## config.mk

```make
export PLATFORM = sky130hd
export DESIGN_NAME = timer_clock_select_prescaler
export DESIGN_NICKNAME = d
export VERILOG_FILES = /design/src/hw/timer_clk_pkg.sv /design/src/hw/timer_clock_select_prescaler.sv
export VERILOG_INCLUDE_DIRS = /design/src /design/src/hw
export SDC_FILE = /design/constraint.sdc
export NUM_CORES = 1
export LEC_CHECK = 0
export CORE_MARGIN = 3
export CORE_UTILIZATION = 50
export DETAILED_ROUTE_END_ITERATION = 12
export DONT_BUFFER_PORTS = 1
export GPL_TIMING_DRIVEN = 0
export PLACE_DENSITY = 0.77
export SLEW_MARGIN = 20
export SYNTH_ARGS = -nofsm -noshare
export SYNTH_HDL_FRONTEND = slang
export SYNTH_SLANG_ARGS = --single-unit
```

## constraint.sdc

```tcl
create_clock -name clk -period 2.39 [get_ports clk]
set_input_delay 0.1195 -clock clk [delete_from_list [all_inputs] [get_ports clk]]
set_output_delay 0.1195 -clock clk [all_outputs]
set_load 0.03 [all_outputs]
```

## src/hw/timer_clk_consts.svh

```systemverilog
// constants for the timer clock select and shared prescaler block
// Function
// select 0 stops, 1 undivided clock, 2..5 prescaler taps 8/64/256/1024
// select 6 counts falling pin edges, 7 rising, one tick per edge
// pin edges count even when the pin is driven as an output
// counter readable and writable; a write blocks the next tick's match
// compare value checked against counter every tick; equality is a match
// compare request only when compare enable, global enable, flag all set
// overflow request only when overflow enable, global enable, flag set
// compare flag sets on match, clears on vector taken or written one
// overflow flag sets on overflow, clears on vector taken or written one
// phase-correct mode sets overflow flag at direction change at zero
// one prescaler feeds both timers, each with its own select
// prescaler runs freely, ignoring selects; first count 1..N+1 clocks
// prescaler reset restarts divider phase for every connected timer
// pin sampled once per system clock on rising edge
// pin edge reaches counter 2.5 to 3.5 system clocks later
// source keeps pin stable one clock around enabling or disabling
// each pin half period longer than one system clock
// external pin source bypasses the prescaler
// writing one to reset bit resets prescaler; bit self-clears, reads zero
// counter advances only on cycles where the selected tick is high
`ifndef TIMER_CLK_CONSTS_SVH
`define TIMER_CLK_CONSTS_SVH
`define ADDR_COUNT_VALUE 3'h0
`define ADDR_COMPARE_VALUE 3'h1
`define ADDR_IRQ_MASK 3'h2
`define ADDR_IRQ_FLAGS 3'h3
`define ADDR_SFC 3'h4
`define ADDR_CTRL 3'h5
`define BIT_OVF 0
`define BIT_CMP 1
`define BIT_PSR 0
`define CTRL_CS_LSB 0
`define CTRL_CS_B_LSB 3
`define CTRL_PWM_PC 6
`define RST_BYTE 8'h00
`define TAP_8 3
`define TAP_64 6
`define TAP_256 8
`define TAP_1024 10
`define PRESC_W 10
`endif

```

## src/hw/timer_clk_pkg.sv

```systemverilog
// types for the timer clock select and shared prescaler block
package timer_clk_pkg;
   typedef enum logic [2:0] {
      CS_STOP = 3'h0, CS_DIV1 = 3'h1, CS_DIV8 = 3'h2, CS_DIV64 = 3'h3,
      CS_DIV256 = 3'h4, CS_DIV1024 = 3'h5, CS_EXT_FALL = 3'h6,
      CS_EXT_RISE = 3'h7
   } clk_sel_e;
   typedef struct packed {
      logic [2:0] addr;
      logic [7:0] wdata;
      logic wr;
      logic rd;
   } bus_req_s;
   typedef struct packed {
      logic overflow;
      logic compare;
   } irq_s;
endpackage : timer_clk_pkg

```

## src/hw/timer_clock_select_prescaler.sv

```systemverilog
// timer clock source select, shared prescaler, pin sync and flags
//
// Decided for this implementation: the register addresses and strobed register access.
`timescale 1ns/100ps
`include "timer_clk_consts.svh"
module timer_clock_select_prescaler #(
   parameter int CNT_W = 8
) (
   // clock and reset
   input wire logic clk,
   input wire logic sys_rst,
   // register port
   input wire timer_clk_pkg::bus_req_s busReq,
   output logic [7:0] rdata_q,
   // external count pins, read back whatever drives them
   input wire logic extCountPin,
   input wire logic extCountPinB,
   // core interface
   input wire logic globalIrqEnable,
   input wire timer_clk_pkg::irq_s vectorTaken,
   output timer_clk_pkg::irq_s irqReq_q,
   // ticks out
   output logic timerTick_q,
   output logic timerTickB_q,
   output logic compareMatch_q,
   output logic [CNT_W-1:0] countValue_q
);
   logic [CNT_W-1:0] compareValue_q;
   logic [1:0] irqMask_q;
   timer_clk_pkg::irq_s flags_q;
   logic [2:0] clockSourceSelect_q;
   logic [2:0] timerSourceSelect_q;
   logic pwmPhaseCorrect_q;
   logic countDown_q;
   logic [`PRESC_W-1:0] presc_q;
   logic prescalerResetStrobe;
   logic [`PRESC_W-1:0] prescPrev_q;
   logic [2:0] syncA_q;
   logic [2:0] syncB_q;
   logic cntWrite_q;
   logic tickA;
   logic tickB;
   logic wrHit;
   logic matchNow;
   logic ovfNow;

   // one tap pulse per divider wrap of the given width
   function automatic logic tapPulse(input logic [`PRESC_W-1:0] cur,
                                     input logic [`PRESC_W-1:0] prev,
                                     input int bits);
      logic r;
      r = 1'b0;
      for (int i = 0; i < `PRESC_W; i++) begin
         if (i == bits - 1) begin
            r = prev[i] & ~cur[i];
         end
      end
      return r;
   endfunction : tapPulse

   // decode a select to its tick; shared by both timers
   function automatic logic selTick(input logic [2:0] sel,
                                    input logic [`PRESC_W-1:0] cur,
                                    input logic [`PRESC_W-1:0] prev,
                                    input logic s1, input logic s2);
      logic t;
      t = 1'b0;
      unique case (timer_clk_pkg::clk_sel_e'(sel))
         timer_clk_pkg::CS_STOP: t = 1'b0;
         timer_clk_pkg::CS_DIV1: t = 1'b1;
         timer_clk_pkg::CS_DIV8: t = tapPulse(cur, prev, `TAP_8);
         timer_clk_pkg::CS_DIV64: t = tapPulse(cur, prev, `TAP_64);
         timer_clk_pkg::CS_DIV256: t = tapPulse(cur, prev, `TAP_256);
         timer_clk_pkg::CS_DIV1024: t = tapPulse(cur, prev, `TAP_1024);
         // pin edges skip the divider
         timer_clk_pkg::CS_EXT_FALL: t = s2 & ~s1;
         timer_clk_pkg::CS_EXT_RISE: t = ~s2 & s1;
      endcase
      return t;
   endfunction : selTick

   assign wrHit = busReq.wr;
   assign prescalerResetStrobe = wrHit && busReq.addr == `ADDR_SFC
                                 && busReq.wdata[`BIT_PSR];

   // free running divider, blind to both selects
   always_ff @(posedge clk or posedge sys_rst) begin
      if (sys_rst) begin
         presc_q <= '0;
         prescPrev_q <= '0;
      end else if (prescalerResetStrobe) begin
         presc_q <= '0;
         prescPrev_q <= '0;
      end else begin
         presc_q <= presc_q + {{(`PRESC_W-1){1'b0}}, 1'b1};
         prescPrev_q <= presc_q;
      end
   end

   // pin sampled each rising edge; [2] is the edge reference, [0] unread
   always_ff @(posedge clk or posedge sys_rst) begin
      if (sys_rst) begin
         syncA_q <= '0;
         syncB_q <= '0;
      end else begin
         syncA_q <= {syncA_q[1:0], extCountPin};
         syncB_q <= {syncB_q[1:0], extCountPinB};
      end
   end

   // two sync stages, edge compare and tick register give about 3 clocks
   assign tickA = selTick(clockSourceSelect_q, presc_q, prescPrev_q,
                          syncA_q[1], syncA_q[2]);
   assign tickB = selTick(timerSourceSelect_q, presc_q, prescPrev_q,
                          syncB_q[1], syncB_q[2]);

   always_ff @(posedge clk or posedge sys_rst) begin
      if (sys_rst) begin
         timerTick_q <= 1'b0;
         timerTickB_q <= 1'b0;
      end else begin
         timerTick_q <= tickA;
         timerTickB_q <= tickB;
      end
   end

   assign matchNow = timerTick_q && !cntWrite_q
                     && countValue_q == compareValue_q;
   assign ovfNow = timerTick_q && (pwmPhaseCorrect_q
                   ? (countDown_q && countValue_q == CNT_W'(1))
                   : (countValue_q == {CNT_W{1'b1}}));

   // counter, software write wins over a tick
   always_ff @(posedge clk or posedge sys_rst) begin
      if (sys_rst) begin
         countValue_q <= '0;
         countDown_q <= 1'b0;
      end else if (wrHit && busReq.addr == `ADDR_COUNT_VALUE) begin
         countValue_q <= busReq.wdata[CNT_W-1:0];
      end else if (timerTick_q) begin
         if (!pwmPhaseCorrect_q) begin
            countValue_q <= countValue_q + CNT_W'(1);
         end else if (countDown_q) begin
            countValue_q <= countValue_q - CNT_W'(1);
            countDown_q <= countValue_q != CNT_W'(1);
         end else begin
            countValue_q <= countValue_q + CNT_W'(1);
            countDown_q <= countValue_q == {{(CNT_W-1){1'b1}}, 1'b0};
         end
      end
   end

   // match mask lasts until the next tick after a count write
   always_ff @(posedge clk or posedge sys_rst) begin
      if (sys_rst) begin
         cntWrite_q <= 1'b0;
      end else if (wrHit && busReq.addr == `ADDR_COUNT_VALUE) begin
         cntWrite_q <= 1'b1;
      end else if (timerTick_q) begin
         cntWrite_q <= 1'b0;
      end
   end

   always_ff @(posedge clk or posedge sys_rst) begin
      if (sys_rst) begin
         compareMatch_q <= 1'b0;
      end else begin
         compareMatch_q <= matchNow;
      end
   end

   // control registers
   always_ff @(posedge clk or posedge sys_rst) begin
      if (sys_rst) begin
         compareValue_q <= '0;
         irqMask_q <= '0;
         clockSourceSelect_q <= '0;
         timerSourceSelect_q <= '0;
         pwmPhaseCorrect_q <= 1'b0;
      end else if (wrHit) begin
         if (busReq.addr == `ADDR_COMPARE_VALUE) begin
            compareValue_q <= busReq.wdata[CNT_W-1:0];
         end
         if (busReq.addr == `ADDR_IRQ_MASK) begin
            irqMask_q <= busReq.wdata[1:0];
         end
         if (busReq.addr == `ADDR_CTRL) begin
            clockSourceSelect_q <= busReq.wdata[`CTRL_CS_LSB +: 3];
            timerSourceSelect_q <= busReq.wdata[`CTRL_CS_B_LSB +: 3];
            pwmPhaseCorrect_q <= busReq.wdata[`CTRL_PWM_PC];
         end
      end
   end

   // flags: a set in the clearing cycle wins
   always_ff @(posedge clk or posedge sys_rst) begin
      if (sys_rst) begin
         flags_q <= '0;
      end else begin
         if (matchNow) begin
            flags_q.compare <= 1'b1;
         end else if (vectorTaken.compare || (wrHit
                  && busReq.addr == `ADDR_IRQ_FLAGS
                  && busReq.wdata[`BIT_CMP])) begin
            flags_q.compare <= 1'b0;
         end
         if (ovfNow) begin
            flags_q.overflow <= 1'b1;
         end else if (vectorTaken.overflow || (wrHit
                  && busReq.addr == `ADDR_IRQ_FLAGS
                  && busReq.wdata[`BIT_OVF])) begin
            flags_q.overflow <= 1'b0;
         end
      end
   end

   always_ff @(posedge clk or posedge sys_rst) begin
      if (sys_rst) begin
         irqReq_q <= '0;
      end else begin
         irqReq_q.compare <= irqMask_q[`BIT_CMP] && globalIrqEnable
                             && flags_q.compare;
         irqReq_q.overflow <= irqMask_q[`BIT_OVF] && globalIrqEnable
                              && flags_q.overflow;
      end
   end

   // read data one cycle after the strobe, zero otherwise
   always_ff @(posedge clk or posedge sys_rst) begin
      if (sys_rst) begin
         rdata_q <= `RST_BYTE;
      end else if (busReq.rd) begin
         unique case (busReq.addr)
            `ADDR_COUNT_VALUE: rdata_q <= 8'(countValue_q);
            `ADDR_COMPARE_VALUE: rdata_q <= 8'(compareValue_q);
            `ADDR_IRQ_MASK: rdata_q <= {6'h00, irqMask_q};
            // struct order puts overflow on top; the map wants it at bit 0
            `ADDR_IRQ_FLAGS: rdata_q <= {6'h00, flags_q.compare,
                                         flags_q.overflow};
            `ADDR_SFC: rdata_q <= 8'h00;
            `ADDR_CTRL: rdata_q <= {1'b0, pwmPhaseCorrect_q,
                                    timerSourceSelect_q, clockSourceSelect_q};
            default: rdata_q <= 8'h00;
         endcase
      end else begin
         rdata_q <= 8'h00;
      end
   end
endmodule : timer_clock_select_prescaler

```

* After elaboration in Yosys (flattened, before gate mapping)
Cells that the tools add are included.
** Word-level totals
- Bits of input ports :: 20
- Logic and storage cells :: 109
- Bits in read-only memories :: 0
- RAM bits :: 0
- Memories kept :: 0
- Register bits :: 68
- Latch bits :: 0
** Cells by class
- Eq/ne operators :: 24
- Multiply operators :: 0
- Add/sub/neg operators :: 3
- Bitwise operators :: 17
- Shift-type cells :: 0
- Magnitude comparators :: 0
- Multiplexer cells :: 18
- Divide/modulo/power cells :: 0
- Reductions and logical operators :: 27
** Operators with widths (count)
- 8-bit two-way mux :: 5
- 8-bit one-hot mux with 5 select lines :: 1
- 3-bit equality test, second input constant :: 10
- 10-bit two-way mux :: 2
- 3-bit by 2-bit equality test with 1-bit output, second input constant :: 6
- 8-bit equality test, second input constant :: 2
- 1-bit one-hot mux with 8 select lines :: 2
- 1-bit logical AND :: 14
- 10-bit by 1-bit adder with 10-bit output, second input constant :: 1
- 3-bit by 1-bit equality test with 1-bit output, second input constant :: 3
- 3-bit logical NOT :: 3
- 1-bit inverter :: 9
- 8-bit by 1-bit adder with 8-bit output, second input constant :: 1
- 1-bit AND :: 8
- 8-bit by 1-bit equality test with 1-bit output, second input constant :: 1
- 8-bit equality test :: 1
- 1-bit two-way mux :: 8
- 8-bit by 1-bit inequality test with 1-bit output, second input constant :: 1
- 8-bit by 1-bit subtractor with 8-bit output, second input constant :: 1
- 2-bit AND reduction :: 3
- 2-bit nonzero test :: 3
- 3-bit AND reduction :: 1
- 1-bit logical OR :: 2
- 1-bit logical NOT :: 1

* Logic depth before layout (Yosys ltp)
Gate-level depths: netlist of run 1.
- Depth after elaboration :: 6
- Mapped depth :: 7
- Depth with buffers taken out :: 7

* Worst setup path after synthesis of run 1
Ideal clock, no wire load.
- Kind :: register to register
- Start :: register countValue_q[4]
- End :: register countValue_q[7]
- Path slack :: 0.500 ns
- Cell stages (with the launch flop) :: 7
- Data arrival time :: 1.765 ns
- Required time :: 2.265 ns
- Path through :: dfrtp_1 buf_6 or4_4 nor4_2 a31oi_1 xnor2_1 mux2_2
** Between the ends
- Cells in the longest elaborated chain, start to end :: 5
** Ends and longest elaborated chain
- start, declared :: RTL line timer_clock_select_prescaler.sv:26 : output logic [CNT_W-1:0] countValue_q
- start signal, assigned :: RTL line timer_clock_select_prescaler.sv:139 : countValue_q <= busReq.wdata[CNT_W-1:0];
- start signal, assigned :: RTL line timer_clock_select_prescaler.sv:142 : countValue_q <= countValue_q + CNT_W'(1);
- start signal, assigned :: RTL line timer_clock_select_prescaler.sv:144 : countValue_q <= countValue_q - CNT_W'(1);
- 8-bit by 1-bit adder with 8-bit output or 8-bit by 1-bit subtractor with 8-bit output (tied branches) :: RTL line timer_clock_select_prescaler.sv:142, timer_clock_select_prescaler.sv:147, timer_clock_select_prescaler.sv:144
- 8-bit two-way mux :: RTL line timer_clock_select_prescaler.sv:143 : end else if (countDown_q) begin
- 8-bit two-way mux * :: RTL line timer_clock_select_prescaler.sv:141 : if (!pwmPhaseCorrect_q) begin
- 8-bit two-way mux * :: RTL line timer_clock_select_prescaler.sv:140 : end else if (timerTick_q) begin
- 8-bit two-way mux * :: RTL line timer_clock_select_prescaler.sv:138 : end else if (wrHit && busReq.addr == `ADDR_COUNT_VALUE) begin
Mark *: on every way between the ends. The rest lies on a longest branch, timed or not. The select of a mux whose other input is x is not followed.
A chain may end at the register's enable or synchronous reset.

* Worst setup path after layout of run 1
- Start :: register countValue_q[0]
- End :: register countValue_q[4]
The elaborated chain is that of the path after synthesis.

==> flow_metrics.tcl, run 1 <==
set metrics [dict create \
    status "finished, final reports clean" \
    synth_commonest_cells "dfrtp_1 (62), mux2_2 (24), nor2_1 (24)" \
    synth_flop_cell "dfrtp_1" \
    fmax_ghz 0.494 \
    hold_violations 0 \
    synthTopCellsByArea "dfrtp_1 (51%), mux2_2 (8.9%), xor2_1 (4.0%), nor2_1 (3.0%), o21ai_0 (2.5%)" \
    cp_data_arrival_time_ns 2.22 \
    cp-end-kind "flip-flop" \
    path_buf_inv 1 \
    via_per_inst 5.79 \
    synth_top_area_cell "dfrtp_1" \
    powerDensity_nw_per_um2 1080 \
    grt_pass1_wl_um 11000 \
    syn_area_per_cell_um2 11.2 \
    ys_ff_latch 62 \
    antennaDiodeCount 0 \
    critPathMaxStageDelay_ns 0.72 \
    htreeDepth 3 \
    path_max_fanout 9 \
    cts-root-buf "clkbuf_8" \
    crit_path_start_kind "flip-flop" \
    relSlewSlack 0.601 \
    yosysWarnings 0 \
    period_needed_ns 2.02 \
    tns_ns 0 \
    dr.pass1.iters 4 \
    antenna_found_initial 0 \
    core_um2 5710 \
    tightest_slew_ns 0.598 \
    layout_setup_ws_ns 0.367 \
    min_path_type "in -> reg" \
    worst_ep_required_time_ns 2.58 \
    dr.first_iter.drc_count 143 \
    pin_count 41 \
    cts_resized 0 \
    wire_per_inst_um 17.2 \
    cap_viol_max_count 0 \
    fp.dieH_um 84.0 \
    synthMostInstantiatedCell "dfrtp_1" \
    vias 2170 \
    cts_buffer_depth 2 \
    synth_edf_count 0 \
    grt_max_degree 61 \
    grt-ovfl-total 0 \
    initial_core_util 0.532 \
    postSynth.asyncResetShare 1.00 \
    cts_tree "done" \
    portBuffers 0 \
    cts_made_buffers 9 \
    dp_hpwl_um 4490 \
    pre_cts_ws_ns 0.409 \
    synth_nets 297 \
    cp_cell_sequence "inv_1, ha_1, nand3_1, nor3_1, o21ai_0, xor2_1, a21oi_1" \
    fin_skew_ns 0.00971 \
    slowest_stage "dfrtp_1" \
    netlist_instances 272 \
    clk_latency_ns 0.34 \
    finalNetCount 324 \
    synth_top_area_share 0.510 \
    peakVddDrop_mv 0.539 \
    gp_routability_congestion 0.830 \
    die_w_um 84.0 \
    drv_slew 0 \
    setup_violations 0 \
    grt_pass1_vias 2233 \
    grt.total_usage 0.199 \
    post-route-drc-count 0 \
    synth_cell_types 45 \
    syn-cell-area_um2 3040 \
    finalCritPeriodShare 0.846 \
    antenna_left 0 \
    crit_family "flip-flops" \
    syn_to_final_growth_pct 15.9 \
    cts_sinks 62 \
    drive_above_1_share 0.191 \
    rows 27 \
    clkTransAtPathRegs_ns 0.07 \
    rsz0062_at_grt "false" \
    p_leak_uw 0.00149 \
    critPathKind "reg -> reg" \
    ys_seq_area_frac 0.510 \
    dieArea_um2 7050 \
    post_cts_buffers 0 \
    wl_um 6450 \
]
-- layout by cell type, fill, tap and decap left out, types with 2 or more instances in the layout --
cell and instances:
nand3b_1 5, nor4_2 3, nor4b_1 2, and3_1 3, nand2b_1 5, mux2_2 24
clkbuf_1 3, clkinvlp_4 3, nand4_1 6, or3_1 3, mux2i_1 3, xor2_1 14
o21ai_1 2, nor4_1 2, bufinv_16 2, ha_1 5, xnor2_1 7, a21oi_1 12
and3b_1 2, clkbuf_8 10, dlygate4sd3_1 15, nor2_1 24, nand2_1 13, nor2b_1 8
buf_6 3, dfrtp_1 62, a22oi_1 7, and4_1 5, nand3_1 6, buf_2 4
o21ai_0 15, inv_1 5, nand2_2 2
-- per-layer routing --
layer | routed length (um) | share of wire | track usage
met1 | 2830 | 0.44 | 0.255
met2 | 3140 | 0.49 | 0.307
met3 | 366 | 0.057 | 0.0671
met4 | 114 | 0.018 | 0.0833
met5 | 0 | 0 | 0
-- worst register-to-register path: stages (launching register included) --
cell     delay [ns]
dfrtp_1        0.72
inv_1          0.21
ha_1           0.26
nand3_1        0.14
nor3_1         0.06
o21ai_0        0.21
xor2_1         0.19
a21oi_1        0.10
-- power breakdown --
part / switching [uW] / internal (uW) / leakage, uW
clock: 407 / 578 / 0.0000973
sequential: 501 / 1310 / 0.000772
combinational: 492 / 516 / 0.000621
-- per-stage QoR --
| stage | total power (uW) | hold WS (ns) | cells | area, um2 | utilization |
|---|---|---|---|---|---|
| after global routing | 4050 | 0.0326 | 375 | 3520 | 0.617 |
| after global placement | 2750 | 0.151 | 344 | 3130 | 0.548 |
| after detailed placement | 2810 | -0.135 | 345 | 3160 | 0.553 |
| final | 3810 | 0.0191 | 375 | 3520 | 0.617 |
| after CTS | 3830 | 0.00734 | 375 | 3520 | 0.617 |
| after floorplan | 2540 | 0.151 | 272 | 3040 | - |
-- cell families after synthesis --
| group | after synthesis | synth area share |
|---|---|---|
| fa+ha+maj | 5 | 0.0206 |
| compound gates | 41 | 0.0778 |
| xor+xnor | 21 | 0.0605 |
| buf+inv | 18 | 0.0346 |
| mux | 28 | 0.106 |
| flops | 62 | 0.510 |
| simple gates | 97 | 0.190 |
-- repair_timing --
action / 4_1_cts / 5_1_grt
hold buffers: 15 / 0
endpoints found under the hold margin: 96 / 0
setup endpoints to repair: 0 / 0
-- state kept, by name, indices dropped and copies added, names as in the netlist --
register             flops
clockSourceSelect_q      3
cntWrite_q               1
compareMatch_q           1
compareValue_q           8
countDown_q              1
countValue_q             8
flags_q                  2
irqMask_q                2
irqReq_q                 2
prescPrev_q              4
presc_q                 10
pwmPhaseCorrect_q        1
rdata_q                  8
syncA_q                  3
syncB_q                  3
timerSourceSelect_q      3
timerTickB_q             1
timerTick_q              1
-- final timing paths --
path | startpoint | endpoint | cells past startpoint | slack (ns)
worst max-delay path | countValue_q[0] | countValue_q[4] | 7 | 0.37
worst min-delay path | busReq[2] | flags_q[1] | 3 | 0.02
worst max register to register | countValue_q[0] | countValue_q[4] | 7 | 0.37
worst min register to register | syncA_q[0] | syncA_q[1] | 0 | 0.35
max in group asynchronous | sys_rst | timerSourceSelect_q[2] | 3 | 1.81
min in group asynchronous | sys_rst | irqReq_q[0] | 2 | 0.13
-- layout make-up --
type	instances	area, um2
fill	441	2190
sequential	62	1550
multi-input combinational	192	1380
timing repair buffer	16	178
clock buffer	9	124
tap	72	90.1
clock inverter	6	87.6
buffer	12	82.6
inverter	6	25.0
Note: power is estimated with default switching activity, not from simulation.
==> run 2, diff against run 1 <==
clock period = 1.93 ns   (was 2.39 ns; I/O delays follow)
==> run 2 against run 1 <==
- count of clock-buffer cells in the layout did not move
- wire length rose by 0.16%
- critical path depth fell by 1
- non-clock buffer count rose by 1
- cell count rose by 0.27%
- clock power rose by 24%
- global-route usage barely moved
- worst setup slack got worse by 0.33 ns
- register-to-register slack got worse by 0.33 ns
- power rose by 25%
- critical endpoint is now countValue_q[7]
==> flow_metrics.tcl, run 2 (synthesized netlist as in run 1, its figures left out) <==
set metrics [dict create \
    status "finished, final reports clean" \
    hold_violations 0 \
    cp-end-kind "flip-flop" \
    ff2ff_setup_slack_ns 0.04 \
    cts-root-buf "clkbuf_8" \
    fin_hold_ws_ns 0.0120 \
    finalNetCount 325 \
    fillers 437 \
    initial_core_util 0.532 \
    cts_buffer_depth 2 \
    clk_latency_ns 0.34 \
    final_cell_mix "dfrtp_1 (58), nor2_1 (24), mux2_2 (23), o21ai_0 (15), dlygate4sd3_1 (15)" \
    critPathMaxStageDelay_ns 0.53 \
    grt_pass1_wl_um 11000 \
    crit_family "simple AND/OR/NAND/NOR gates" \
    cp_cell_sequence "buf_6, or4_4, nor4_2, a31oi_1, xnor2_1, mux2_4" \
    cp_data_arrival_time_ns 2.11 \
    final_core_util 0.621 \
    antennaDiodeCount 0 \
    drive_above_1_share 0.207 \
    critPathKind "reg -> reg" \
    cts_sinks 62 \
    path_buf_inv 1 \
    fp.dieH_um 84.0 \
    antenna_left 0 \
    portBuffers 0 \
    rsz0062_at_grt "true" \
    clkTransAtPathRegs_ns 0.07 \
    htreeDepth 3 \
    top_register "presc_q" \
    dieArea_um2 7050 \
    r2r-start "countValue_q[4]" \
    via_per_inst 5.78 \
    gp_routability_congestion 0.830 \
    holdPathStages 2 \
    multi_input_area_um2 1400 \
    seqPwrFrac 0.474 \
    min_path_type "in -> reg" \
    hp-start "busReq[0]" \
    worst_ep_required_time_ns 2.15 \
    min_to "rdata_q[4]" \
    fin_skew_ns 0.00975 \
    rows 27 \
    path_max_fanout 3 \
    die_w_um 84.0 \
    dr.pass1.iters 5 \
    p_leak_uw 0.00150 \
    dp_hpwl_um 4490 \
    grt.total_usage 0.199 \
    slowest_stage "or4_4" \
    worst-r2r-cell-count 6 \
    tns_ns 0 \
    setup_violations 0 \
    p_switching_uw 1750 \
    pin_count 41 \
    powerDensity_nw_per_um2 1340 \
    grt_pass1_vias 2201 \
    drv_slew 0 \
    finalCritPeriodShare 0.979 \
    combPwrFrac 0.269 \
    vias 2174 \
    wl_um 6460 \
    timing.rr.end "countValue_q[7]" \
    tightest_slew_ns 0.469 \
    power_frac_clock 0.257 \
    grt_max_degree 61 \
    p_int_uw 3010 \
    cts_tree "done" \
    antenna_found_initial 0 \
    fmax_ghz 0.529 \
    cap_viol_max_count 0 \
    layout_setup_ws_ns 0.0403 \
    post-route-drc-count 0 \
    final_common_cell "dfrtp_1" \
    total_power_uw 4760 \
    period_needed_ns 1.89 \
    relSlewSlack 0.687 \
    cts_made_buffers 9 \
    dr.first_iter.drc_count 134 \
    core_um2 5710 \
    largest_register_ffs 10 \
    swShare 0.368 \
    grt-ovfl-total 0 \
    crit_path_start_kind "flip-flop" \
    pre_cts_ws_ns -0.0506 \
    ff_latch_area_um2 1560 \
    peakVddDrop_mv 0.683 \
    syn_to_final_growth_pct 16.7 \
    wire_per_inst_um 17.2 \
]
-- run 2: area by class of cell --
| cell class | count | share of cell area |
|---|---|---|
| buffer | 12 | 0.0233 |
| clock buffer | 9 | 0.0349 |
| clock inverter | 6 | 0.0247 |
| inverter | 6 | 0.00706 |
| multi-input combinational | 192 | 0.393 |
| sequential | 62 | 0.439 |
| tap | 72 | 0.0254 |
| timing repair buffer | 17 | 0.0522 |
-- run 2: layer usage --
layer / wire length, um / share of wire / global-route usage
met5: 0 / 0 / 0
met4: 76 / 0.012 / 0.0658
met3: 414 / 0.064 / 0.0671
met2: 3160 / 0.49 / 0.316
met1: 2810 / 0.43 / 0.256
-- run 2: worst reg2reg max path: stages (launching register included) --
cell and delay, ns:
dfrtp_2 0.48, buf_6 0.15, or4_4 0.53, nor4_2 0.14, a31oi_1 0.08, xnor2_1 0.13
mux2_4 0.26
-- run 2: stage by stage --
stage                     instance area, um2  instances
final                                   3550        376
after floorplan                         3040        272
after global placement                  3130        344
after detailed placement                3160        345
after CTS                               3530        376
after global routing                    3550        376
-- run 2: worst max-delay path by stage --
stage,start,to,cells past startpoint
floorplan,countValue_q[4],countValue_q[7],6
global placement,sys_rst,pwmPhaseCorrect_q,1
detailed placement,countValue_q[4],countValue_q[7],6
CTS,countValue_q[4],countValue_q[7],6
global route,countValue_q[4],countValue_q[7],6
finish,countValue_q[4],countValue_q[7],6
-- run 2: what timing repair did --
action,in CTS,in global routing
hold buffers,15,0
endpoints found under the hold margin,96,0
setup endpoints to repair,3,2
buffers inserted,1,0
resized for setup,4,2
-- run 2: power by group through the flow --
stage          Sequential (uW)  Combinational [uW]  Clock, uW
5_1_grt                   2310                1440       1310
2_1_floorplan             2140                 996          0
3_5_place_dp              2270                1210          0
3_3_place_gp              2250                1160          0
6_report                  2260                1280       1220
4_1_cts                   2250                1260       1250
==> run 3, diff against run 2 <==
==> constraint.sdc (replaced) <==
create_clock -name clk -period 1.93 [get_ports clk]
set_input_delay 0.193 -clock clk [delete_from_list [all_inputs] [get_ports clk]]
set_output_delay 0.193 -clock clk [all_outputs]
set_load 0.03 [all_outputs]
==> run 3 against run 2 <==
- critical path depth unchanged
- combinational power about the same
- hold slack got worse by 0.0028 ns
- worst setup slack improved by 0.0017 ns
- flip-flop and latch count unchanged
- die area unchanged
- non-clock buffer count decreased by 2
- cell count decreased by 0.53%
- sequential power about the same
- critical path type unchanged
- largest cell class unchanged
- highest routed layer unchanged
==> flow_metrics.tcl, run 3 (synthesized netlist as in run 1, its figures left out) <==
set metrics [dict create \
    status "finished, final reports clean" \
    clkTransAtPathRegs_ns 0.07 \
    final_area_um2 3530 \
    fillers 437 \
    largest_register_ffs 10 \
    peakVddDrop_mv 0.666 \
    seqPwrFrac 0.475 \
    wire_per_inst_um 17.4 \
    grt-ovfl-total 0 \
    dr.first_iter.drc_count 145 \
    final_common_cell "dfrtp_1" \
    setup_violations 0 \
    path_buf_inv 1 \
    hold_violations 0 \
    power_frac_clock 0.258 \
    period_needed_ns 1.89 \
    dr.pass1.iters 5 \
    drive_above_1_share 0.209 \
    gp_routability_congestion 0.830 \
    htreeDepth 3 \
    via_per_inst 5.80 \
    powerDensity_nw_per_um2 1350 \
    layoutNonFillerInstCount 374 \
    pin_count 41 \
    p_leak_uw 0.00149 \
    path_depth 6 \
    crit_path_start_kind "flip-flop" \
    cts_made_buffers 9 \
    drv_slew 0 \
    crit_family "simple AND/OR/NAND/NOR gates" \
    cp-end-kind "flip-flop" \
    tightest_slew_ns 0.462 \
    p_switching_uw 1750 \
    cts-root-buf "clkbuf_8" \
    place_area_um2 3160 \
    cts_buffer_depth 2 \
    path_max_fanout 3 \
    p_int_uw 3000 \
    cts_tree "done" \
    dieArea_um2 7050 \
    layout_setup_ws_ns 0.0420 \
    critPathMaxStageDelay_ns 0.53 \
    fmax_ghz 0.530 \
    finalCritPeriodShare 0.978 \
    critPathKind "reg -> reg" \
    rsz0062_at_grt "true" \
    dp.cells 345 \
    vias 2169 \
    core_um2 5710 \
    syn_to_final_growth_pct 16.0 \
    fin_skew_ns 0.00938 \
    fp.dieH_um 84.0 \
    dp_hpwl_um 4490 \
    relSlewSlack 0.690 \
    antenna_left 0 \
    worst_ep_required_time_ns 2.15 \
    wl_um 6530 \
    slowest_stage "or4_4" \
    cp_data_arrival_time_ns 2.11 \
    top_register "presc_q" \
    finalNetCount 323 \
    holdPathStages 2 \
    rows 27 \
    pre_cts_ws_ns -0.0506 \
    die_w_um 84.0 \
    clk_latency_ns 0.34 \
    cts_sinks 62 \
    grt_max_degree 61 \
    portBuffers 0 \
    worst-r2r-cell-count 6 \
    grt.total_usage 0.201 \
    combPwrFrac 0.268 \
    antenna_found_initial 0 \
    antennaDiodeCount 0 \
    cap_viol_max_count 0 \
    grt_pass1_wl_um 11100 \
    grt_pass1_vias 2212 \
    initial_core_util 0.532 \
    post-route-drc-count 0 \
    final_cell_mix "dfrtp_1 (58), nor2_1 (24), mux2_2 (23), o21ai_0 (15), xor2_1 (14)" \
    swShare 0.368 \
    cp_cell_sequence "buf_6, or4_4, nor4_2, a31oi_1, xnor2_1, mux2_4" \
    min_path_type "in -> reg" \
]
[run 3: changes by cell type in the layout (fill, tap and decap cells not counted), sizes merged]
cell	delta
dlygate4sd3	-2
[run 3: metal layers]
layer / track usage / vias to the layer above / wire (um)
li1: - / 1022 / -
met1: 0.257 / 1058 / 2800
met2: 0.305 / 76 / 3090
met3: 0.0750 / 13 / 482
met4: 0.0848 / 0 / 155
met5: 0 / - / 0
[run 3: area by class of cell]
type                    count  area [um2]  area share
repair buffers             15         165      0.0468
inverters                   6        25.0     0.00710
clock inverters             6        87.6      0.0248
well taps                  72        90.1      0.0256
multi-input cells         192        1400       0.396
flip-flops and latches     62        1560       0.441
plain buffers              12        82.6      0.0234
clock buffers               9         124      0.0351
[run 3: worst paths after layout]
path | slack (ns) | startpoint | end
max | 0.04 | countValue_q[4] | countValue_q[7]
min in group asynchronous | 0.20 | sys_rst | irqReq_q[0]
min | 0.009 | busReq[4] | countValue_q[2]
max in group asynchronous | 1.25 | sys_rst | countValue_q[4]
max reg2reg | 0.04 | countValue_q[4] | countValue_q[7]
min reg2reg | 0.35 | syncA_q[0] | syncA_q[1]
[run 3: repair_timing]
item / CTS / global route
endpoints found under the setup margin: 3 / 2
hold buffers: 11 / 2
setup buffers: 1 / 0
hold endpoints to repair: 82 / 3
cloned: 0 / 0
gates resized for setup: 4 / 2
[run 3: stage by stage]
stage / utilization / total power (uW) / setup TNS (ns) / hold slack [ns]
3_5_place_dp: 0.553 / 3480 / -0.0942 / -0.0610
5_1_grt: 0.618 / 5050 / -0.0177 / 0.00249
2_1_floorplan: - / 3140 / 0 / 0.224
4_1_cts: 0.612 / 4750 / 0 / 0.000952
6_report: 0.618 / 4750 / 0 / 0.00917
3_3_place_gp: 0.548 / 3410 / -25.33 / 0.224
[run 3: power by group through the flow]
| stage | Sequential [uW] | Clock [uW] | Combinational, uW |
|---|---|---|---|
| finish | 2260 | 1220 | 1270 |
| global route | 2310 | 1310 | 1430 |
| CTS | 2250 | 1250 | 1250 |
| detailed placement | 2270 | 0 | 1210 |
| global placement | 2250 | 0 | 1160 |
| floorplan | 2140 | 0 | 996 |
